### src/verilog/arir_pkg.sv
// Package with register map, field layout and constants of the result block.
package arir_pkg;
	localparam int NCH = 8;
	localparam int DW  = 10;
	localparam int AW  = 32;
	localparam logic [AW-1:0] OFS_LAST_RESULT  = 32'h400ac020;
	localparam logic [AW-1:0] OFS_IRQ_EN_SET   = 32'h400ac024;
	localparam logic [AW-1:0] OFS_IRQ_EN_CLR   = 32'h400ac028;
	localparam logic [AW-1:0] OFS_IRQ_MASK     = 32'h400ac02c;
	localparam logic [AW-1:0] OFS_CH_RESULT    = 32'h400ac030;
	localparam logic [AW-1:0] OFS_CONV_STATUS  = 32'h400ac01c;
	localparam logic [AW-1:0] OFS_CH_ENABLE    = 32'h400ac010;
	localparam logic [AW-1:0] OFS_CH_DISABLE   = 32'h400ac014;
	localparam logic [AW-1:0] OFS_CH_STATUS    = 32'h400ac018;
	localparam logic [AW-1:0] OFS_IRQ_STAT     = 32'h400ac0f0;
	localparam logic [AW-1:0] OFS_IRQ_STAT_CLR = 32'h400ac0f4;
	localparam logic [AW-1:0] OFS_IRQ_STAT_EN  = 32'h400ac0f8;
	localparam int WORD_BYTES = 4;
	localparam int EOC_LSB = 0;
	localparam int OVR_LSB = 8;
	localparam int RESULT_READY_FLAG_BIT   = 16;
	localparam int GENERAL_OVERRUN_FLAG_BIT  = 17;
	localparam int BUFFER_END_FLAG_BIT  = 18;
	localparam int BUFFER_FULL_FLAG_BIT = 19;
	localparam int NSRC = 20;
	localparam int NEVT = 3;
	localparam int EVT_DONE  = 0;
	localparam int EVT_OVR   = 1;
	localparam int EVT_GENERAL_OVERRUN_FLAG = 2;
	localparam logic [31:0] ZERO32 = 32'h0;
	localparam logic [NSRC-1:0] MASK_RST = 20'h0;
	localparam logic [DW-1:0] DATA_RST = 10'h0;
	localparam logic [NCH-1:0] CH_RST = 8'h0;
	typedef enum logic [1:0] {ARIR_IDLE, ARIR_HELD} arir_hold_t;
endpackage : arir_pkg

### src/verilog/arir_chan.sv
// One channel result register with its end-of-conversion and overrun flags.
`timescale 1ns/1ns
module arir_chan
	import arir_pkg::*;
(
	input  wire logic          clk,
	input  wire logic          arst_n,
	input  wire logic          done,
	input  wire logic          enabled,
	input  wire logic [DW-1:0] data,
	input  wire logic          rd_data,
	input  wire logic          rd_status,
	output logic      [DW-1:0] result_r,
	output logic               eoc_r,
	output logic               ovr_r
);
	logic load;
	assign load = done & enabled;

	always_ff @(posedge clk or negedge arst_n) begin
		if (!arst_n) begin
			result_r <= DATA_RST;
		end else if (load) begin // [RQ5]
			result_r <= data;
		end
	end

	// A new result sets the flag even in the cycle the old one is read.
	always_ff @(posedge clk or negedge arst_n) begin
		if (!arst_n) begin
			eoc_r <= 1'b0;
		end else if (load) begin
			eoc_r <= 1'b1;
		end else if (rd_data || !enabled) begin
			eoc_r <= 1'b0;
		end
	end

	always_ff @(posedge clk or negedge arst_n) begin
		if (!arst_n) begin
			ovr_r <= 1'b0;
		end else if (load && eoc_r) begin // [RQ8]
			ovr_r <= 1'b1;
		end else if (rd_status) begin // [RQ8]
			ovr_r <= 1'b0;
		end
	end
endmodule // arir_chan

### src/verilog/arir_evt.sv
// Sticky event status bits with enable and write-one-to-clear.
`timescale 1ns/1ns
module arir_evt
	import arir_pkg::*;
(
	input  wire logic            clk,
	input  wire logic            arst_n,
	input  wire logic [NEVT-1:0] evt,
	input  wire logic            clr_we,
	input  wire logic            en_we,
	input  wire logic [NEVT-1:0] wdata,
	output logic      [NEVT-1:0] stat_r,
	output logic      [NEVT-1:0] en_r,
	output logic                 pend
);
	always_ff @(posedge clk or negedge arst_n) begin
		if (!arst_n) begin
			stat_r <= '0;
		end else begin
			stat_r <= evt | (stat_r & ~(clr_we ? wdata : '0));
		end
	end

	always_ff @(posedge clk or negedge arst_n) begin
		if (!arst_n) begin
			en_r <= '0;
		end else if (en_we) begin
			en_r <= wdata;
		end
	end

	assign pend = |(stat_r & en_r);
endmodule // arir_evt

### src/verilog/arir_top.sv
// Result and interrupt registers of an eight-channel converter controller.
// What this block does
// [RQ1] Each finished conversion loads last-result, held until the next one.
// [RQ2] Ones written to the enable-set register set those mask bits.
// [RQ3] Writing ones to the enable-clear register clears those mask bits.
// [RQ4] The mask view register reads one for every enabled interrupt source.
// [RQ5] A channel result loads only while its channel is enabled, and holds.
// [RQ6] Bits 0-7 end, 8-15 overrun, 16-19 ready, general overrun, buffers.
// [RQ7] Result-ready sets on a conversion and clears on a last-result read.
// [RQ8] A channel overrun flag sets on overwrite and clears on a status read.
// [RQ9] The interrupt is high while any flag and its mask bit are both set.
`timescale 1ns/1ns
module arir_top
	import arir_pkg::*;
(
	input  wire logic                 CLK,
	input  wire logic                 ARST_N,
	input  wire logic [AW-1:0]        ADDR,
	input  wire logic [31:0]          WDATA,
	input  wire logic                 WR,
	input  wire logic                 RD,
	output logic      [31:0]          RDATA,
	input  wire logic                 CONV_DONE,
	input  wire logic [2:0]           CONV_CH,
	input  wire logic [DW-1:0]        CONV_DATA,
	input  wire logic                 BUF_END,
	input  wire logic                 BUF_FULL,
	output logic                      IRQ,
	output logic                      EVT_IRQ
);
	function automatic logic hit(input logic [AW-1:0] a,
		input logic [AW-1:0] o);
		hit = (a == o);
	endfunction

	logic [NSRC-1:0] mask_r;
	logic [NCH-1:0]  ch_en_r;
	logic [DW-1:0]   last_r;
	logic            result_ready_flag_r;
	logic            general_overrun_flag_r;
	logic            buffer_end_flag_r;
	logic            buffer_full_flag_r;
	logic [NCH-1:0]  eoc;
	logic [NCH-1:0]  ovr;
	logic [DW-1:0]   ch_res [NCH];
	logic [NSRC-1:0] status;
	logic            rd_status;
	logic            rd_last;
	logic            evt_pend;
	logic [NEVT-1:0] evt_stat;
	logic [NEVT-1:0] evt_en;
	logic [NEVT-1:0] evt;
	logic [2:0]      rd_ch;
	logic            rd_chres;
	logic [31:0]     rdata_nxt;

	assign rd_status = RD & hit(ADDR, OFS_CONV_STATUS);
	assign rd_last   = RD & hit(ADDR, OFS_LAST_RESULT);
	assign rd_chres  = RD && ADDR >= OFS_CH_RESULT &&
		ADDR < OFS_CH_RESULT + AW'(NCH * WORD_BYTES);
	assign rd_ch     = 3'((ADDR - OFS_CH_RESULT) >> $clog2(WORD_BYTES));

	genvar g;
	generate
		for (g = 0; g < NCH; g++) begin : g_ch
			arir_chan u_chan (
				.clk       (CLK),
				.arst_n    (ARST_N),
				.done      (CONV_DONE && CONV_CH == 3'(g)),
				.enabled   (ch_en_r[g]),
				.data      (CONV_DATA),
				.rd_data   (rd_chres && rd_ch == 3'(g)),
				.rd_status (rd_status),
				.result_r  (ch_res[g]),
				.eoc_r     (eoc[g]),
				.ovr_r     (ovr[g])
			);
		end
	endgenerate

	always_ff @(posedge CLK or negedge ARST_N) begin
		if (!ARST_N) begin
			ch_en_r <= CH_RST;
		end else if (WR && hit(ADDR, OFS_CH_ENABLE)) begin
			ch_en_r <= ch_en_r | WDATA[NCH-1:0];
		end else if (WR && hit(ADDR, OFS_CH_DISABLE)) begin
			ch_en_r <= ch_en_r & ~WDATA[NCH-1:0];
		end
	end

	always_ff @(posedge CLK or negedge ARST_N) begin
		if (!ARST_N) begin
			last_r <= DATA_RST;
		end else if (CONV_DONE) begin // [RQ1]
			last_r <= CONV_DATA;
		end
	end

	always_ff @(posedge CLK or negedge ARST_N) begin
		if (!ARST_N) begin
			result_ready_flag_r <= 1'b0;
		end else if (CONV_DONE) begin // [RQ7]
			result_ready_flag_r <= 1'b1;
		end else if (rd_last) begin // [RQ7]
			result_ready_flag_r <= 1'b0;
		end
	end

	// General overrun: a new result replaces a last result never read.
	always_ff @(posedge CLK or negedge ARST_N) begin
		if (!ARST_N) begin
			general_overrun_flag_r <= 1'b0;
		end else if (CONV_DONE && result_ready_flag_r) begin
			general_overrun_flag_r <= 1'b1;
		end else if (rd_status) begin
			general_overrun_flag_r <= 1'b0;
		end
	end

	always_ff @(posedge CLK or negedge ARST_N) begin
		if (!ARST_N) begin
			buffer_end_flag_r  <= 1'b0;
			buffer_full_flag_r <= 1'b0;
		end else begin
			buffer_end_flag_r  <= BUF_END;
			buffer_full_flag_r <= BUF_FULL;
		end
	end

	always_ff @(posedge CLK or negedge ARST_N) begin
		if (!ARST_N) begin
			mask_r <= MASK_RST;
		end else if (WR && hit(ADDR, OFS_IRQ_EN_SET)) begin // [RQ2]
			mask_r <= mask_r | WDATA[NSRC-1:0];
		end else if (WR && hit(ADDR, OFS_IRQ_EN_CLR)) begin // [RQ3]
			mask_r <= mask_r & ~WDATA[NSRC-1:0];
		end
	end

	always_comb begin
		status = '0;
		status[EOC_LSB +: NCH] = eoc; // [RQ6]
		status[OVR_LSB +: NCH] = ovr; // [RQ6]
		status[RESULT_READY_FLAG_BIT]       = result_ready_flag_r;
		status[GENERAL_OVERRUN_FLAG_BIT]      = general_overrun_flag_r;
		status[BUFFER_END_FLAG_BIT]      = buffer_end_flag_r;
		status[BUFFER_FULL_FLAG_BIT]     = buffer_full_flag_r;
	end

	assign evt[EVT_DONE]  = CONV_DONE;
	assign evt[EVT_OVR]   = CONV_DONE && eoc[CONV_CH];
	assign evt[EVT_GENERAL_OVERRUN_FLAG] = CONV_DONE && result_ready_flag_r;

	arir_evt u_evt (
		.clk    (CLK),
		.arst_n (ARST_N),
		.evt    (evt),
		.clr_we (WR && hit(ADDR, OFS_IRQ_STAT_CLR)),
		.en_we  (WR && hit(ADDR, OFS_IRQ_STAT_EN)),
		.wdata  (WDATA[NEVT-1:0]),
		.stat_r (evt_stat),
		.en_r   (evt_en),
		.pend   (evt_pend)
	);

	always_comb begin
		rdata_nxt = ZERO32;
		if (rd_last) begin
			rdata_nxt = 32'(last_r); // [RQ9]
		end else if (RD && hit(ADDR, OFS_IRQ_MASK)) begin
			rdata_nxt = 32'(mask_r); // [RQ4]
		end else if (rd_status) begin
			rdata_nxt = 32'(status);
		end else if (RD && hit(ADDR, OFS_CH_STATUS)) begin
			rdata_nxt = 32'(ch_en_r);
		end else if (rd_chres) begin
			rdata_nxt = 32'(ch_res[rd_ch]); // [RQ9]
		end else if (RD && hit(ADDR, OFS_IRQ_STAT)) begin
			rdata_nxt = 32'(evt_stat);
		end else if (RD && hit(ADDR, OFS_IRQ_STAT_EN)) begin
			rdata_nxt = 32'(evt_en);
		end
	end

	always_ff @(posedge CLK or negedge ARST_N) begin
		if (!ARST_N) begin
			RDATA <= ZERO32;
		end else begin
			RDATA <= rdata_nxt;
		end
	end

	always_ff @(posedge CLK or negedge ARST_N) begin
		if (!ARST_N) begin
			IRQ     <= 1'b0;
			EVT_IRQ <= 1'b0;
		end else begin
			IRQ     <= |(status & mask_r); // [RQ9]
			EVT_IRQ <= evt_pend;
		end
	end

	property p_last;
		@(posedge CLK) disable iff (!ARST_N)
		CONV_DONE |=> last_r == $past(CONV_DATA);
	endproperty
	a_last: assert property (p_last) // [RQ1]
		else $error("last result not loaded");
	property p_last_hold;
		@(posedge CLK) disable iff (!ARST_N)
		!CONV_DONE |=> $stable(last_r);
	endproperty
	a_last_hold: assert property (p_last_hold) // [RQ1]
		else $error("last result moved");
	property p_set;
		@(posedge CLK) disable iff (!ARST_N)
		WR && ADDR == OFS_IRQ_EN_SET |=>
			(mask_r & $past(WDATA[NSRC-1:0])) == $past(WDATA[NSRC-1:0]);
	endproperty
	a_set: assert property (p_set) // [RQ2]
		else $error("mask set failed");
	property p_set_keep;
		@(posedge CLK) disable iff (!ARST_N)
		WR && ADDR == OFS_IRQ_EN_SET |=>
			(mask_r & ~$past(WDATA[NSRC-1:0])) ==
			($past(mask_r) & ~$past(WDATA[NSRC-1:0]));
	endproperty
	a_set_keep: assert property (p_set_keep) // [RQ2]
		else $error("mask set disturbed other bits");
	property p_clr;
		@(posedge CLK) disable iff (!ARST_N)
		WR && ADDR == OFS_IRQ_EN_CLR |=>
			(mask_r & $past(WDATA[NSRC-1:0])) == '0;
	endproperty
	a_clr: assert property (p_clr) // [RQ3]
		else $error("mask clear failed");
	property p_clr_keep;
		@(posedge CLK) disable iff (!ARST_N)
		WR && ADDR == OFS_IRQ_EN_CLR |=>
			(mask_r | $past(WDATA[NSRC-1:0])) ==
			($past(mask_r) | $past(WDATA[NSRC-1:0]));
	endproperty
	a_clr_keep: assert property (p_clr_keep) // [RQ3]
		else $error("mask clear disturbed other bits");
	property p_mread;
		@(posedge CLK) disable iff (!ARST_N)
		RD && ADDR == OFS_IRQ_MASK |=> RDATA == 32'($past(mask_r));
	endproperty
	a_mread: assert property (p_mread) // [RQ4]
		else $error("mask read wrong");
	property p_chres;
		@(posedge CLK) disable iff (!ARST_N)
		CONV_DONE && ch_en_r[CONV_CH] |=>
			ch_res[$past(CONV_CH)] == $past(CONV_DATA);
	endproperty
	a_chres: assert property (p_chres) // [RQ5]
		else $error("enabled channel not loaded");
	property p_chdis;
		@(posedge CLK) disable iff (!ARST_N)
		CONV_DONE && !ch_en_r[CONV_CH] |=>
			ch_res[$past(CONV_CH)] == $past(ch_res[CONV_CH]);
	endproperty
	a_chdis: assert property (p_chdis) // [RQ5]
		else $error("disabled channel loaded");
	property p_layout;
		@(posedge CLK) disable iff (!ARST_N)
		rd_status |=>
			RDATA[EOC_LSB +: NCH] == $past(eoc) &&
			RDATA[OVR_LSB +: NCH] == $past(ovr) &&
			RDATA[RESULT_READY_FLAG_BIT] == $past(result_ready_flag_r);
	endproperty
	a_layout: assert property (p_layout) // [RQ6]
		else $error("status layout wrong");
	property p_result_ready_flag_set;
		@(posedge CLK) disable iff (!ARST_N)
		CONV_DONE |=> result_ready_flag_r;
	endproperty
	a_result_ready_flag_set: assert property (p_result_ready_flag_set) // [RQ7]
		else $error("ready flag not set");
	property p_result_ready_flag;
		@(posedge CLK) disable iff (!ARST_N)
		rd_last && !CONV_DONE |=> !result_ready_flag_r;
	endproperty
	a_result_ready_flag: assert property (p_result_ready_flag) // [RQ7]
		else $error("ready flag not cleared");
	property p_ovr;
		@(posedge CLK) disable iff (!ARST_N)
		CONV_DONE && ch_en_r[CONV_CH] && eoc[CONV_CH] |=>
			ovr[$past(CONV_CH)];
	endproperty
	a_ovr: assert property (p_ovr) // [RQ8]
		else $error("overrun not flagged");
	property p_ovr_hold;
		@(posedge CLK) disable iff (!ARST_N)
		!rd_status |=> (ovr & $past(ovr)) == $past(ovr);
	endproperty
	a_ovr_hold: assert property (p_ovr_hold) // [RQ8]
		else $error("overrun flag lost before status read");
	property p_irq;
		@(posedge CLK) disable iff (!ARST_N)
		|(status & mask_r) |=> IRQ;
	endproperty
	a_irq: assert property (p_irq) // [RQ9]
		else $error("interrupt missing");
	property p_irq_low;
		@(posedge CLK) disable iff (!ARST_N)
		!(|(status & mask_r)) |=> !IRQ;
	endproperty
	a_irq_low: assert property (p_irq_low) // [RQ9]
		else $error("interrupt without enabled flag");
	property p_upper;
		@(posedge CLK) disable iff (!ARST_N)
		rd_last || rd_chres |=> RDATA[31:DW] == '0;
	endproperty
	a_upper: assert property (p_upper) // [RQ9]
		else $error("result upper bits not zero");

	// Main scenarios that the bench should reach.
	c_conv: cover property (@(posedge CLK) disable iff (!ARST_N)
		CONV_DONE && ch_en_r[CONV_CH]);
	c_ovr: cover property (@(posedge CLK) disable iff (!ARST_N)
		$rose(|ovr));
	c_irq: cover property (@(posedge CLK) disable iff (!ARST_N)
		$rose(IRQ));
	c_general_overrun_flag: cover property (@(posedge CLK) disable iff (!ARST_N)
		CONV_DONE && result_ready_flag_r);
	c_rdclr: cover property (@(posedge CLK) disable iff (!ARST_N)
		rd_last && result_ready_flag_r);
endmodule // arir_top

### config.mk
export PLATFORM = sky130hd
export DESIGN_NAME = arir_top
export DESIGN_NICKNAME = d
export VERILOG_FILES = /design/src/verilog/arir_pkg.sv /design/src/verilog/arir_chan.sv /design/src/verilog/arir_evt.sv /design/src/verilog/arir_top.sv
export SDC_FILE = /design/constraint.sdc
export NUM_CORES = 1
export LEC_CHECK = 0
export BUFFER_PORTS_ARGS = -buffer_cell sky130_fd_sc_hd__buf_2
export CAP_MARGIN = 20
export CELL_PAD_IN_SITES_DETAIL_PLACEMENT = 0
export CELL_PAD_IN_SITES_GLOBAL_PLACEMENT = 1
export CORE_MARGIN = 2
export CORE_UTILIZATION = 49
export CTS_CLUSTER_DIAMETER = 60
export CTS_CLUSTER_SIZE = 14
export DETAILED_ROUTE_END_ITERATION = 8
export GPL_TIMING_DRIVEN = 0
export PLACE_DENSITY_LB_ADDON = 0.1
export SLEW_MARGIN = 5
export SYNTH_ARGS = -nofsm -noshare
export SYNTH_HDL_FRONTEND = slang
export SYNTH_SLANG_ARGS = --single-unit
### constraint.sdc
create_clock -name CLK -period 4.2 [get_ports CLK]
set_input_delay 0.63 -clock CLK [delete_from_list [all_inputs] [get_ports CLK]]
set_output_delay 0.63 -clock CLK [all_outputs]
set_load 0.05 [all_outputs]
==> impl_metrics.ini <==
[yosys]
yosysMostFrequentCell = dfrtp_1
synth_warnings = 0
syn-instance-count = 682
synth_flop_cell = dfrtp_1
async_reset_ff_share_pct = 100
synth.largest_area_cell = dfrtp_1
synth_edf_count = 0
syn-cell-area_um2 = 7820
seq_area_frac_synth_pct = 53.1
synthTopCellsByCount = dfrtp_1 (166), nand2_1 (161), mux2_2 (54)
yosysTopAreaCellShare_pct = 53.1
synth.area.top_cells = dfrtp_1 (53%), mux2_2 (7.8%), nand2_1 (7.7%), mux4_2 (6.3%), a22o_1 (5.2%)
ys_ff_latch = 166
synthDistinctLibCells = 56
syn_area_per_cell_um2 = 11.5

[placed_design]
place_area_um2 = 8580
post-dp-hpwl_um = 15400
gp_congestion = 0.913
port_buffers = 81
dp_slack_ns = 1.36

[clock_network]
cts_buffers = 17
post_cts_resized = 0
postCtsHoldBufs = 0
cts_setup_buffers = 0
cts.htree.levels = 4
path_clk_slew_ns = 0.06
cts_root_buf = clkbuf_16
insertion_delay_ns = 0.43
cts_tree = yes
clk_path_buf_depth = 2
cts_num_sinks = 166

[cells_and_area]
diodes = 0
final_area_um2 = 9160
syn_to_final_growth_pct = 17.1
drive_gt1_share_pct = 28.9
nNetsFinal = 878

[hold_path]
hp-class = input port to asynchronous set/reset pin

[sta]
slew_viol_final = 0
rsz0062_at_grt = no
hold_viol = 0
relSlewSlack_pct = 41.4
period_share_pct = 57.4
whs_ns = 0.154
finClkSkew_ns = 0.00897
max_slew.worst_pin.slew_ns = 0.880
setup_viol = 0
fmax_mhz = 415
min_period_ns = 2.41
tns_ns = 0
setup_ws_ns = 1.79

[global_route]
grt_remaining_overflow = 0
first_global_vias = 5809
grt_use_met1_pct = 35.7
grtUsageMet2_pct = 43.2
antenna_found_initial = 0
track_usage_pct = 26.2
grt_pass1_wl_um = 32700
grt_util_met3_pct = 4.39
top_usage_layer = met2
grt_max_degree = 99

[power]
pwr_density_cell_nw_per_um2 = 370
ir_drop_mv = 0.290
leakage_uw = 0.00454

[route]
drtPass1Iterations = 5
drt_iter0_markers = 479
drc = 0
drtAntennaViolNets = 0
wl_per_cell_um = 21.0
routed_via_density = 5.79
drt-total-wl_um = 21500
via_count = 5919

[critical_path]
crit_required_ns = 4.52
end_kind = register
path_class = input port to register
start_kind = input port
critPathMaxFanout = 9
worst-endpoint-arrival_ns = 2.73

[floorplanning]
die_w_um = 130
dieArea_um2 = 17000
die_h_um = 130
fp-row-count = 46
io-pin-count = 118
initial_core_util_pct = 49.6
fp.coreArea_um2 = 15800

[flow_run]
drv_cap = 0

[status]
outcome = complete, no violations
-- worst max-delay path: stages --
cell and delay (ns):
buf_2 0.14, nor4b_2 0.52, nand3_1 0.38, or3_1 0.40, clkbuf_1 0.25, a21boi_1 0.20, o22ai_1 0.22
-- where the power goes --
part | switching [uW] | internal (uW)
sequential | 7.85 | 1610
clock | 627 | 948
combinational | 135 | 65.3
-- cell usage in the layout (no fill, tap or decap), types with 2 or more instances in the layout --
| cell | n |
|---|---|
| inv_1 | 8 |
| a221oi_1 | 4 |
| o21ai_0 | 11 |
| clkbuf_1 | 32 |
| nand2b_1 | 2 |
| nand3b_1 | 2 |
| or3_1 | 2 |
| mux4_2 | 22 |
| o32a_1 | 3 |
| and3_1 | 7 |
| o21a_1 | 3 |
| clkbuf_16 | 17 |
| dfrtp_1 | 166 |
| nand4_2 | 2 |
| o22ai_1 | 4 |
| mux2i_1 | 6 |
| nor2b_1 | 4 |
| buf_4 | 14 |
| buf_2 | 93 |
| nand4_1 | 5 |
| a31o_2 | 6 |
| a22oi_1 | 7 |
| o221ai_1 | 4 |
| nor4_1 | 9 |
| o22a_1 | 6 |
| conb_1 | 12 |
| mux2_2 | 54 |
| a32oi_1 | 3 |
| nand3_1 | 12 |
| mux2_1 | 11 |
| nand2_1 | 161 |
| a31oi_1 | 2 |
| nor3_2 | 2 |
| a21oi_1 | 14 |
| nor4b_2 | 2 |
| clkinv_2 | 4 |
| nor3_1 | 2 |
| a22o_1 | 46 |
| nor2_1 | 16 |
| bufinv_16 | 3 |
-- cells by family after synthesis --
family,after synthesis,synth area share (%)
buf+inv,64,4.06
simple gates,241,14.8
compound gates,117,11.5
other cells,1,0.0479
mux,93,16.5
flops,166,53.1
-- metal layers --
layer	up-vias	part of all wire, %
met5	-	0
met4	0	2.1
met3	36	5.6
met2	207	49
met1	3006	43
li1	2670	-
-- final cells by class --
class / instances / area, um2
well taps: 216 / 270
repair buffers: 82 / 443
plain buffers: 56 / 288
flip-flops and latches: 166 / 4150
fillers: 1431 / 6610
clock inverters: 9 / 126
clock buffers: 23 / 458
multi-input cells: 463 / 3390
inverters: 8 / 30.0
-- path summary, 6_finish.rpt --
path | from | end | slack [ns] | depth (start not counted)
setup / recovery | ADDR[4] | RDATA[9] | 1.79 | 7
hold / removal | ARST_N | RDATA[1] | 0.15 | 1
setup reg to reg | register | g_ch[6].u_chan.result_r[4] | 2.26 | 3
hold reg to reg | g_ch[5].u_chan.result_r[9] | g_ch[5].u_chan.result_r[9] | 0.47 | 2
max in group asynchronous | ARST_N | g_ch[2].u_chan.result_r[4] | 3.20 | 2
min in group CLK | BUF_FULL | buffer_full_flag_r | 0.30 | 1
-- metrics by stage --
stage	utilization, %	power [uW]	cells
global route	58.1	3490	1023
CTS	58.1	3410	1023
finish	58.1	3390	1023
detailed placement	54.4	1850	991
global placement	54.1	1840	990
floorplan	-	1740	693
(Power assumes the default switching activity.)
